`src/rtl/csdr_pkg.sv`:
```
/*
 Package for the clock synthesis, divide and route block.
 Assumes one 25 MHz clock and an APB register bus.
*/
package csdr_pkg;
    // ==========================================
    // Register map
    localparam logic [7:0] OFS_CTRL = 8'H00;
    localparam logic [7:0] OFS_SYNTH = 8'H04;
    localparam logic [7:0] OFS_OUTD0 = 8'H08;
    localparam logic [7:0] OFS_OUTD5 = 8'H1C;
    localparam logic [7:0] OFS_PDIV = 8'H20;
    localparam logic [7:0] OFS_EDIV = 8'H24;
    localparam logic [7:0] OFS_ENET = 8'H28;
    localparam logic [7:0] OFS_TSEL = 8'H2C;
    localparam logic [7:0] OFS_TGATE = 8'H30;
    localparam logic [7:0] OFS_STAT = 8'H34;
    // ==========================================
    // Reset values
    localparam logic [3:0] RST_CTRL = 4'HC;
    localparam logic [6:0] RST_DIV = 7'H00;
    // ==========================================
    // Counts and sizes
    localparam int N_OUT = 6;
    localparam int N_TRUNK = 16;
    localparam int N_SRC = 64;
    localparam int N_FAB = 56;
    localparam int N_ENET = 4;
    localparam int N_ESRC = 9;
    localparam int SYNC_W = 66;
    localparam logic [3:0] LOCK_PERIODS = 4'H8;
    // Source positions in the center source vector.
    localparam int SRC_SWITCH = 6;
    localparam int SRC_BOTTOM_MID_SELECTOR = 7;
    localparam int SRC_FAB = 8;
    // Edge divider modes.
    typedef enum logic [1:0] {EDIV_2, EDIV_3P5, EDIV_4, EDIV_5} csdr_emode_t;
    // Glitchless switch states.
    typedef enum logic [1:0] {SW_IDLE, SW_DROP, SW_PICK} csdr_sw_t;
    // Run-time phase controls from fabric.
    typedef struct packed {
        logic [2:0] phase_output_chooser;
        logic sense;
        logic phase_rotate_strobe;
        logic phase_load_strobe;
    } csdr_phase_ctl_t;
endpackage

```
`src/rtl/csdr_top.sv`:
```
/*
 Clock synthesizer model, primary and edge dividers, edge nets and the
 center selector with glitchless switch and gating, all on ref_clk.
 Assumes an APB master on ref_clk; pin clocks are asynchronous levels.
*/
// Local design decisions: the APB slave port and the placing of the registers.
// Function
// - six outputs, each divided 1 to 128
// - reference passes an input divider
// - feedback divider sets multiplication, selectable path
// - each output drives primary or edge nets
// - programmable phase offset, static or dynamic
// - chooser, sense, rotate, load step phase
// - lock raised on lock, dropped on loss
// - primary divider ratios 1 to 128
// - primary divider feeds switch input
// - divider reset forces outputs low asynchronously
// - divider toggles cycle after reset release
// - edge divider 2, 3.5, 4, 5 deterministic
// - edge divider input is selectable
// - edge divider feeds bottom mid selector
// - 64 sources onto 16 trunks
// - two inputs routed through the switch
// - glitchless gating and two-clock selection
// - sixteen clocks per primary domain
// - four edge nets per bottom bank
// - edge net sources: pin, delayed, synth, internal
// - disabled net static, no added latency
`timescale 1ns/1ps
module csdr_top (
    // Clock and reset.
    input wire logic ref_clk,
    input wire logic rstn,
    // APB slave.
    input wire logic psel,
    input wire logic penable,
    input wire logic pwrite,
    input wire logic [7:0] paddr,
    input wire logic [31:0] pwdata,
    output logic [31:0] prdata,
    output logic pready,
    output logic pslverr,
    // Asynchronous pins and fabric clocks.
    input wire csdr_pkg::csdr_phase_ctl_t phase_ctl,
    input wire logic pin_clk,
    input wire logic pin_clk_dly,
    input wire logic int_node,
    input wire logic fb_route,
    input wire logic [csdr_pkg::N_FAB-1:0] fabric_clk,
    // Clock outputs.
    output logic [csdr_pkg::N_OUT-1:0] synth_out,
    output logic synth_lock,
    output logic pdiv_out,
    output logic ediv_out,
    output logic [csdr_pkg::N_ENET-1:0] edge_net,
    output logic [csdr_pkg::N_TRUNK-1:0] trunk
);
    import csdr_pkg::*;

    // ==========================================
    // Input synchronisers
    logic [SYNC_W-1:0] sync1_r; // First stage, read only by sync2_r.
    logic [SYNC_W-1:0] sync2_r; // Safe copies of all pins.
    logic [1:0] strobe_prev_r; // Previous rotate and load levels.

    // Two flops on every pin before any logic reads it.
    always_ff @(posedge ref_clk) begin
        sync1_r <= {phase_ctl, pin_clk, pin_clk_dly, int_node, fb_route,
            fabric_clk};
        sync2_r <= sync1_r;
    end

    wire csdr_phase_ctl_t ph_s = sync2_r[65:60];
    wire pin_s = sync2_r[59];
    wire dly_s = sync2_r[58];
    wire node_s = sync2_r[57];
    wire fbr_s = sync2_r[56];
    wire [N_FAB-1:0] fab_s = sync2_r[N_FAB-1:0];
    wire rot_p = ph_s.phase_rotate_strobe & ~strobe_prev_r[1];
    wire load_p = ph_s.phase_load_strobe & ~strobe_prev_r[0];

    // ==========================================
    // Registers
    logic [3:0] ctrl_r; // En, feedback from routing, two divider resets.
    logic [6:0] ref_lim_r; // Input divider ratio minus one.
    logic [6:0] fb_lim_r; // Feedback divider ratio minus one.
    logic [6:0] out_lim_r [N_OUT]; // Output divider ratios minus one.
    logic [6:0] out_ph_r [N_OUT]; // Static phase offsets.
    logic [N_OUT-1:0] out_edge_r; // High routes output to edge nets.
    logic [2:0] pdiv_code_r; // Primary divider ratio as power of two.
    logic [5:0] feed_a_r; // Feeder in front of the primary divider.
    logic [5:0] feed_b_r; // Feeder on the second switch input.
    logic sw_want_r; // Requested switch input.
    csdr_emode_t emode_r; // Edge divider mode.
    logic [3:0] esrc_r; // Edge divider input select.
    logic [3:0] enet_sel_r [N_ENET]; // Edge net source selects.
    logic [5:0] tsel_r [N_TRUNK]; // Center selector per trunk.
    logic [3:0] tidx_r; // Trunk shown on readback.
    logic [N_TRUNK-1:0] tgate_r; // Requested trunk enables.

    wire synth_en = ctrl_r[0];
    wire pdiv_rst = ctrl_r[2];
    wire ediv_rst = ctrl_r[3];

    // ==========================================
    // APB decode
    wire acc = psel & ~penable; // Setup phase: answer follows next edge.
    wire wr = psel & penable & pready & pwrite;
    wire [2:0] oidx = 3'((paddr - OFS_OUTD0) >> 2);
    wire is_out = paddr >= OFS_OUTD0 && paddr <= OFS_OUTD5 &&
        paddr[1:0] == 2'H0;
    wire hit = is_out || paddr == OFS_CTRL || paddr == OFS_SYNTH ||
        paddr == OFS_PDIV || paddr == OFS_EDIV || paddr == OFS_ENET ||
        paddr == OFS_TSEL || paddr == OFS_TGATE || paddr == OFS_STAT;
    wire cfg_wr = wr && (paddr == OFS_SYNTH || paddr == OFS_CTRL || is_out);

    // Software writes; a loop covers the repeated fields.
    always_ff @(posedge ref_clk) begin
        if (!rstn) begin
            ctrl_r <= RST_CTRL;
            ref_lim_r <= RST_DIV;
            fb_lim_r <= RST_DIV;
            out_edge_r <= '0;
            pdiv_code_r <= 3'H0;
            feed_a_r <= 6'H00;
            feed_b_r <= 6'H00;
            sw_want_r <= 1'b0;
            emode_r <= EDIV_2;
            esrc_r <= 4'H0;
            tidx_r <= 4'H0;
            tgate_r <= '0;
            for (int i = 0; i < N_OUT; i++) begin
                out_lim_r[i] <= RST_DIV;
                out_ph_r[i] <= RST_DIV;
            end
            for (int i = 0; i < N_ENET; i++) begin
                enet_sel_r[i] <= 4'H0;
            end
            for (int i = 0; i < N_TRUNK; i++) begin
                tsel_r[i] <= 6'H00;
            end
        end else if (wr) begin
            if (paddr == OFS_CTRL) begin
                ctrl_r <= pwdata[3:0];
            end
            if (paddr == OFS_SYNTH) begin
                ref_lim_r <= pwdata[6:0];
                fb_lim_r <= pwdata[14:8];
            end
            if (is_out && oidx < 3'(N_OUT)) begin
                out_lim_r[oidx] <= pwdata[6:0];
                out_ph_r[oidx] <= pwdata[14:8];
                out_edge_r[oidx] <= pwdata[16];
            end
            if (paddr == OFS_PDIV) begin
                pdiv_code_r <= pwdata[2:0];
                feed_a_r <= pwdata[13:8];
                feed_b_r <= pwdata[21:16];
                sw_want_r <= pwdata[24];
            end
            if (paddr == OFS_EDIV) begin
                emode_r <= csdr_emode_t'(pwdata[1:0]);
                esrc_r <= pwdata[7:4];
            end
            if (paddr == OFS_ENET) begin
                for (int i = 0; i < N_ENET; i++) begin
                    enet_sel_r[i] <= pwdata[4*i +: 4];
                end
            end
            if (paddr == OFS_TSEL) begin
                tidx_r <= pwdata[11:8];
                tsel_r[pwdata[11:8]] <= pwdata[5:0];
            end
            if (paddr == OFS_TGATE) begin
                tgate_r <= pwdata[N_TRUNK-1:0];
            end
        end
    end

    // ==========================================
    // Synthesizer loop and lock
    logic [6:0] ref_cnt_r; // Input divider count.
    logic [6:0] fb_cnt_r; // Feedback divider count.
    logic [1:0] per_fb_r; // Feedback ticks in this reference period.
    logic [3:0] good_r; // Consecutive matching periods.
    logic fb_prev_r; // Last feedback level, for edge detection.
    logic [6:0] cnt_r [N_OUT]; // Output divider counts.

    function automatic logic [6:0] step(input logic [6:0] c,
            input logic [6:0] l);
        return (c >= l) ? 7'H00 : c + 7'H01;
    endfunction

    // Feedback comes from the main output or from routing.
    wire fb_lvl = ctrl_r[1] ? fbr_s : synth_out[0];
    wire fb_edge = fb_lvl & ~fb_prev_r;
    wire ref_tick = ref_cnt_r == ref_lim_r;
    wire fb_tick = fb_edge && fb_cnt_r == fb_lim_r;
    wire [1:0] per_inc = (per_fb_r == 2'H3) ? per_fb_r :
        per_fb_r + {1'b0, fb_tick};

    // Lock holds while exactly one feedback tick lands per reference
    // period; a config write restarts the search because the ratio moved.
    always_ff @(posedge ref_clk) begin
        if (!rstn || !synth_en || cfg_wr) begin
            ref_cnt_r <= 7'H00;
            fb_cnt_r <= 7'H00;
            per_fb_r <= 2'H0;
            good_r <= 4'H0;
            synth_lock <= 1'b0;
            fb_prev_r <= 1'b0;
        end else begin
            fb_prev_r <= fb_lvl;
            ref_cnt_r <= step(ref_cnt_r, ref_lim_r);
            if (fb_edge) begin
                fb_cnt_r <= step(fb_cnt_r, fb_lim_r);
            end
            if (ref_tick) begin
                per_fb_r <= 2'H0;
                if (per_inc == 2'H1 && good_r != LOCK_PERIODS) begin
                    good_r <= good_r + 4'H1;
                end else if (per_inc != 2'H1) begin
                    good_r <= 4'H0;
                    synth_lock <= 1'b0;
                end
                if (per_inc == 2'H1 && good_r >= LOCK_PERIODS - 4'H1) begin
                    synth_lock <= 1'b1;
                end
            end else begin
                per_fb_r <= per_inc;
            end
        end
    end

    // Output dividers with phase load and rotate per chosen output.
    for (genvar k = 0; k < N_OUT; k++) begin : g_out
        wire pick = ph_s.phase_output_chooser == 3'(k);
        wire [7:0] half = ({1'b0, out_lim_r[k]} + 8'H01) >> 1;
        always_ff @(posedge ref_clk) begin
            if (!rstn || !synth_en) begin
                cnt_r[k] <= 7'H00;
                synth_out[k] <= 1'b0;
            end else begin
                if (load_p && pick) begin
                    cnt_r[k] <= out_ph_r[k];
                end else if (rot_p && pick && ph_s.sense) begin
                    cnt_r[k] <= step(step(cnt_r[k], out_lim_r[k]),
                        out_lim_r[k]);
                end else if (!(rot_p && pick)) begin
                    cnt_r[k] <= step(cnt_r[k], out_lim_r[k]);
                end
                synth_out[k] <= cnt_r[k] >= half[6:0];
            end
        end
    end

    always_ff @(posedge ref_clk) begin
        if (!rstn) begin
            strobe_prev_r <= 2'H0;
        end else begin
            strobe_prev_r <= {ph_s.phase_rotate_strobe, ph_s.phase_load_strobe};
        end
    end

    // ==========================================
    // Source vectors
    wire [N_OUT-1:0] to_edge = synth_out & out_edge_r;
    wire [N_OUT-1:0] to_prim = synth_out & ~out_edge_r;
    wire [N_ESRC-1:0] esrc_v = {node_s, to_edge, dly_s, pin_s};
    logic sw_out_r; // Glitchless switch output.
    wire [N_SRC-1:0] src_v = {fab_s, ediv_out, sw_out_r, to_prim};

    // ==========================================
    // Edge nets and edge divider
    // Four nets for the bottom bank, each a registered selection.
    always_ff @(posedge ref_clk) begin
        if (!rstn) begin
            edge_net <= '0;
        end else begin
            for (int i = 0; i < N_ENET; i++) begin
                edge_net[i] <= enet_sel_r[i] < 4'(N_ESRC) &&
                    esrc_v[enet_sel_r[i]];
            end
        end
    end

    logic ein_prev_r; // Last edge divider input level.
    logic [2:0] ecnt_r; // Edge divider count.
    wire ein = esrc_r < 4'(N_ESRC) && esrc_v[esrc_r];
    wire ein_edge = ein & ~ein_prev_r;
    wire [2:0] elim = (emode_r == EDIV_2) ? 3'H1 :
        (emode_r == EDIV_4) ? 3'H3 : (emode_r == EDIV_5) ? 3'H4 : 3'H6;
    // In 3.5 mode rises at counts 0 and 3: periods of three then four.
    wire ehigh = (emode_r == EDIV_3P5) ?
        (ecnt_r == 3'H0 || ecnt_r == 3'H1 || ecnt_r == 3'H3 ||
        ecnt_r == 3'H4) : ({1'b0, ecnt_r} < ({1'b0, elim} + 4'H1) >> 1);

    // Counting from zero at release fixes the phase to the fast clock.
    always_ff @(posedge ref_clk or posedge ediv_rst) begin
        if (ediv_rst) begin
            ecnt_r <= 3'H0;
            ein_prev_r <= 1'b0;
            ediv_out <= 1'b0;
        end else begin
            ein_prev_r <= ein;
            if (ein_edge) begin
                ecnt_r <= (ecnt_r >= elim) ? 3'H0 : ecnt_r + 3'H1;
                ediv_out <= ehigh;
            end
        end
    end

    // ==========================================
    // Primary divider
    logic pin_prev_r; // Last primary divider input level.
    logic [6:0] pcnt_r; // Free count of input rising edges.
    wire pin_lvl = src_v[feed_a_r];
    wire pin_edge = pin_lvl & ~pin_prev_r;
    wire [6:0] pcnt_nxt = pcnt_r + 7'H01;

    // Output is a count bit, or the input itself in bypass.
    always_ff @(posedge ref_clk or posedge pdiv_rst) begin
        if (pdiv_rst) begin
            pcnt_r <= 7'H00;
            pin_prev_r <= 1'b0;
            pdiv_out <= 1'b0;
        end else begin
            pin_prev_r <= pin_lvl;
            if (pdiv_code_r == 3'H0) begin
                pdiv_out <= pin_lvl;
            end else if (pin_edge) begin
                pcnt_r <= pcnt_nxt;
                pdiv_out <= pcnt_nxt[pdiv_code_r - 3'H1];
            end
        end
    end

    // ==========================================
    // Glitchless switch
    csdr_sw_t sw_st_r; // Switch sequencer state.
    logic sw_cur_r; // Input now passed.
    logic sw_en_r; // Current input enabled.
    wire in0 = pdiv_out;
    wire in1 = src_v[feed_b_r];
    wire cur_lvl = sw_cur_r ? in1 : in0;
    wire new_lvl = sw_cur_r ? in0 : in1;

    // Drop the old input while it is low, then take the new one while
    // it is low; a stopped input stalls the sequence, hence both run.
    always_ff @(posedge ref_clk) begin
        if (!rstn) begin
            sw_st_r <= SW_IDLE;
            sw_cur_r <= 1'b0;
            sw_en_r <= 1'b1;
            sw_out_r <= 1'b0;
        end else begin
            sw_out_r <= sw_en_r & cur_lvl;
            case (sw_st_r)
                SW_IDLE: begin
                    if (sw_want_r != sw_cur_r) begin
                        sw_st_r <= SW_DROP;
                    end
                end
                SW_DROP: begin
                    if (!cur_lvl) begin
                        sw_en_r <= 1'b0;
                        sw_st_r <= SW_PICK;
                    end
                end
                SW_PICK: begin
                    if (!new_lvl) begin
                        sw_cur_r <= ~sw_cur_r;
                        sw_en_r <= 1'b1;
                        sw_st_r <= SW_IDLE;
                    end
                end
                default: begin
                    sw_st_r <= SW_IDLE;
                end
            endcase
        end
    end

    // ==========================================
    // Center selector and trunk gates
    logic [N_TRUNK-1:0] gate_eff_r; // Enables as applied to the trunks.

    // Each enable changes only while its source is low, so a trunk never
    // sees a runt; the gate sits in the same flop, adding no latency.
    always_ff @(posedge ref_clk) begin
        if (!rstn) begin
            gate_eff_r <= '0;
            trunk <= '0;
        end else begin
            for (int i = 0; i < N_TRUNK; i++) begin
                if (!src_v[tsel_r[i]]) begin
                    gate_eff_r[i] <= tgate_r[i];
                end
                trunk[i] <= src_v[tsel_r[i]] & gate_eff_r[i];
            end
        end
    end

    // ==========================================
    // APB read and answer
    wire [31:0] rd_out = {15'H0, out_edge_r[oidx], 1'b0, out_ph_r[oidx],
        1'b0, out_lim_r[oidx]};
    wire [31:0] rd_stat = {gate_eff_r, 13'H0, sw_st_r != SW_IDLE,
        sw_cur_r, synth_lock};
    wire [31:0] rd_mux =
        (paddr == OFS_CTRL) ? {28'H0, ctrl_r} :
        (paddr == OFS_SYNTH) ? {17'H0, fb_lim_r, 1'b0, ref_lim_r} :
        (is_out && oidx < 3'(N_OUT)) ? rd_out :
        (paddr == OFS_PDIV) ? {7'H0, sw_want_r, 2'H0, feed_b_r, 2'H0,
            feed_a_r, 5'H0, pdiv_code_r} :
        (paddr == OFS_EDIV) ? {24'H0, esrc_r, 2'H0, emode_r} :
        (paddr == OFS_ENET) ? {16'H0, enet_sel_r[3], enet_sel_r[2],
            enet_sel_r[1], enet_sel_r[0]} :
        (paddr == OFS_TSEL) ? {20'H0, tidx_r, 2'H0, tsel_r[tidx_r]} :
        (paddr == OFS_TGATE) ? {16'H0, tgate_r} :
        (paddr == OFS_STAT) ? rd_stat : 32'H0;
    wire bad = !hit || (is_out && oidx >= 3'(N_OUT));

    // Zero wait states: the answer stands in the first access cycle.
    always_ff @(posedge ref_clk) begin
        if (!rstn) begin
            pready <= 1'b0;
            pslverr <= 1'b0;
            prdata <= 32'H0;
        end else begin
            pready <= acc;
            pslverr <= acc & bad;
            prdata <= (acc && !pwrite) ? rd_mux : 32'H0;
        end
    end
endmodule

```
`config.mk`:
```
export PLATFORM = sky130hd
export DESIGN_NAME = csdr_top
export DESIGN_NICKNAME = d
export VERILOG_FILES = /design/src/rtl/csdr_pkg.sv /design/src/rtl/csdr_top.sv
export SDC_FILE = /design/constraint.sdc
export NUM_CORES = 2
export LEC_CHECK = 0
export BUFFER_PORTS_ARGS = -buffer_cell sky130_fd_sc_hd__buf_2
export CAP_MARGIN = 0
export CORE_MARGIN = 3
export CORE_UTILIZATION = 28
export DETAILED_ROUTE_END_ITERATION = 8
export GPL_ROUTABILITY_DRIVEN = 0
export PLACE_DENSITY_LB_ADDON = 0.1
export SETUP_SLACK_MARGIN = 0.3
export SYNTH_ARGS = -nofsm -noshare
export SYNTH_HDL_FRONTEND = slang
export SYNTH_SLANG_ARGS = --single-unit
```
`constraint.sdc`:
```
create_clock -name ref_clk -period 5.5 [get_ports ref_clk]
set_input_delay 0.55 -clock ref_clk [delete_from_list [all_inputs] [get_ports ref_clk]]
set_output_delay 0.55 -clock ref_clk [all_outputs]
set_load 0.1 [all_outputs]
```
==> run metrics <==
# Post-CTS Setup Buffers 0; reg2reg end cnt_r[5][4]; Final Hold Vio Count 0; PwrDens about 250 nW/um^2; footprint of the multi-input gates ~23000 um^2; Min-Delay Path Depth 2; Avg Cell Area, Syn approximately 12 um^2; Clock Skews 30.8 ps; Placed Cells slightly above 5000; Worst Tran Pin Value between 1000 and 1500 ps; row count roughly 140; initial antenna violation count 18; slew margin rel. roughly a fifth; Crit Path Category reg -> reg; f_max between 200 and 250 MHz; Setup Viol. Count Final 0; maxcap violations 0; final worst setup slack 1290 ps; dpl ws roughly 1300 ps; Initial Util 28.2%; hold path endpoint pready; worst path bufs/invs 2; Overall Global Routing Usage between 20 and 25%; status completed; #FFs+latches synth approximately 590; synthesized area roughly 40000 um^2; Syn Inst Count ~3300; peak supply drop about 210 uV; Register Area approximately 14000 um^2; H-tree depth 3; Seq/Total Area, Yosys 36.7%; Crit path max-delay family compound AO/OA/AOI/OAI gates; max incr delay on CP around 520 ps; Post-DP HPWL 109 mm; Die X-Extent about 380 um; CTS tree built; fin nets about 3700; Antenna Violating Nets Remaining 0; Worst Path Arrival 4710 ps; Final Cell Area between 40000 and 50000 um^2; clock transition at the registers of the reported paths 60 ps; WL final about 160 mm; slowest CP cell a2111oi_0; Synth async-reset ratio between 2 and 2.5%; grt ovf 0; RSZ-0062 raised after global routing no; synthesis-to-layout area growth 14.6%; clk_lat worst skew roughly 670 ps; DRC Markers 0; Synth Warn # 0; first-pass GRT wire length around 230 mm; PortBufs between 150 and 200; final-layout fill cell count around 14000; Distinct cells, synth just under 100; Top FF cell, synth dfxtp_1; share of layout cells above drive strength 1 about a fifth; vias in the first global route ~29000; Leakage Power around 0.017 uW; via count between 20000 and 30000; clk sinks around 590; critical path fanouts, max 5; CTS Root Cell clkbuf_16; EDFF count, synth 266; Worst Reg2Reg Path Length in Cells 14; TritonCTS Buffers 75; Reg2Reg Launch Point out_lim_r[5][5]; Cell Count, Final, Fillers Out around 5400; largest net degree at the start of global routing between 40 and 50; cell area after placement ~42000 um^2; Final Max Slew Viols 0; Vias per Instance 5.51; cell mode on critical path o21ai_0; CP Cell Sequence inv_1 > ha_1 > a2111oi_0 > o21ai_0 > a21oi_1 > inv_1 > ha_1 > nand2b_1 > a21o_1 > a21o_1 > a21oi_1 > o21ai_0 > o21a_1 > o21ai_0; deepest clock path buffer count 3; crit end category flop; hold_sp penable; setup TNS 0 ps; Final min period 4210 ps; Req. time, crit path about 6000 ps; crit share post-route roughly three quarters; drt pass-1 iters 5; die area roughly 150000 um^2; Startpoint Class flop; Die Y ~380 um; min-delay worst type in -> reg; I/O pins approximately 170; Core Region around 140000 um^2; r2r setup slk around 1300 ps; syn nets around 3600; wire length per cell around 30 um; DR iter-0 viols between 2000 and 3000
[routing by layer]
metal | track usage [%] | part of all wire (%)
met1 | 29.7 | 45
met2 | 33.3 | 45
met3 | 4.80 | 7.2
met4 | 6.98 | 3.3
met5 | 0 | 0.019
[cells in the final DEF (no fill, tap or decap), types with 22 or more instances in the layout]
cell and n:
dfxtp_1 306, edfxtp_1 266, nand2_1 263, mux4_1 244, and2_1 215, ha_1 180
buf_2 162, mux4_2 155, a21oi_1 142, nor2_1 138, inv_1 115, buf_4 115
nand3_1 90, o21ai_0 89, mux2i_1 80, clkbuf_16 79, dlygate4sd3_1 66, xnor2_1 62
nand2b_1 57, a21o_1 41, o21a_1 40, nor3_1 39, nor2b_1 34, and3_1 26
xor2_1 22
[through the flow]
stage / total power (uW) / hold WS (ps) / utilization (%)
floorplan: 5530 / 87.3 / -
global placement: 6050 / 162 / 30.0
detailed placement: 6050 / 160 / 30.0
CTS: 11500 / 53.6 / 32.3
global route: 11700 / 88.0 / 32.3
finish: 11300 / 112 / 32.4
[sequential cells by signal (all words and copies together) (netlist names), 6 cells and up, named ones only]
register and cells:
cnt_r 42, enet_sel_r 16, fb_cnt_r 7, fb_lim_r 7
feed_a_r 6, feed_b_r 6, gate_eff_r 16, out_edge_r 6
out_lim_r 56, out_ph_r 56, pcnt_r 7, prdata 32
ref_cnt_r 7, ref_lim_r 7, sync1_r 66, sync2_r 66
synth_out 6, tgate_r 16, trunk 16, tsel_r 96
[cell families (layout without fill, tap and decap cells)]
| group | count (synthesis) | in the layout | share of synthesized area, % |
|---|---|---|---|
| AND/OR/NAND/NOR | 986 | 986 | 13.3 |
| flip-flops | 587 | 587 | 36.7 |
| XOR/XNOR | 84 | 84 | 1.86 |
| adder cells (fa/ha/maj) | 180 | 180 | 5.70 |
| other | 0 | 12 | 0 |
| AO/OA/AOI/OAI | 549 | 549 | 9.56 |
| buffers and inverters | 373 | 596 | 5.24 |
| multiplexers | 500 | 500 | 27.7 |
[how the worst max path moves through the flow]
stage / start / end / slack [ps] / cells after the start
floorplan: paddr[3] / out_lim_r[6][0] / 1270 / 8
global placement: out_lim_r[5][5] / cnt_r[5][4] / 1320 / 14
detailed placement: out_lim_r[5][5] / cnt_r[5][4] / 1320 / 14
CTS: out_lim_r[5][5] / cnt_r[5][4] / 1280 / 14
global route: out_lim_r[5][5] / cnt_r[5][4] / 880 / 14
finish: out_lim_r[5][5] / cnt_r[5][4] / 1290 / 14
[worst reg2reg max path, cell delays in order, from the launching register on]
cell and delay (ps):
edfxtp_1 460, inv_1 130, ha_1 330, a2111oi_0 520
o21ai_0 360, a21oi_1 390, inv_1 80, ha_1 270
nand2b_1 140, a21o_1 180, a21o_1 170, a21oi_1 330
o21ai_0 290, o21a_1 240, o21ai_0 150
[power breakdown]
group | switching (uW) | internal, uW | total (uW)
combinational | 653 | 493 | 1150
sequential | 208 | 4650 | 4860
clock | 2090 | 3230 | 5320
total | 2950 | 8370 | 11300
[Yosys cell counts, types with 9 or more instances]
cell | instances | area [um^2]
nand4_1 | 18 | 113
buf_2 | 38 | 190
edfxtp_1 | 266 | 7990
and3_1 | 26 | 163
nor2_1 | 140 | 526
a21oi_1 | 142 | 711
dfxtp_1 | 307 | 6150
clkbuf_8 | 16 | 220
o21a_1 | 40 | 300
mux4_2 | 155 | 3490
nand3_1 | 90 | 450
o21ai_2 | 16 | 140
nand2_1 | 263 | 987
mux2i_1 | 80 | 801
xnor2_1 | 62 | 543
o21ai_0 | 95 | 475
buf_6 | 23 | 259
a221oi_1 | 16 | 140
mux4_1 | 244 | 6410
a2111oi_0 | 9 | 78.8
inv_1 | 115 | 432
o211ai_1 | 13 | 97.6
nor4_1 | 14 | 87.6
a211oi_1 | 19 | 143
o21bai_1 | 16 | 120
buf_12 | 16 | 320
dfrtp_1 | 14 | 350
and2_1 | 215 | 1350
o211ai_2 | 16 | 200
mux2_2 | 20 | 225
buf_1 | 17 | 63.8
and3_4 | 16 | 180
nand2b_1 | 57 | 357
nor2b_1 | 34 | 213
a21o_1 | 41 | 308
o21ai_1 | 9 | 45.0
xor2_1 | 22 | 193
nand3b_1 | 9 | 67.6
clkbuf_1 | 138 | 518
nor3_1 | 42 | 210
ha_1 | 180 | 2250
a22oi_1 | 19 | 143
[final cells by class]
class	count	area share, %
multi-input cells	2299	50.8
flip-flops and latches	587	32.0
well taps	1876	5.19
repair buffers	343	5.16
clock buffers	99	4.71
clock inverters	38	1.17
inverters	116	0.962
diodes	12	0.0663
[timing repair]
| action | in CTS | in global routing |
|---|---|---|
| endpoints found under the hold margin | 66 | 0 |
| hold buffers | 66 | 0 |
| gates resized for setup | 0 | 0 |
(Power assumes the default switching activity.)
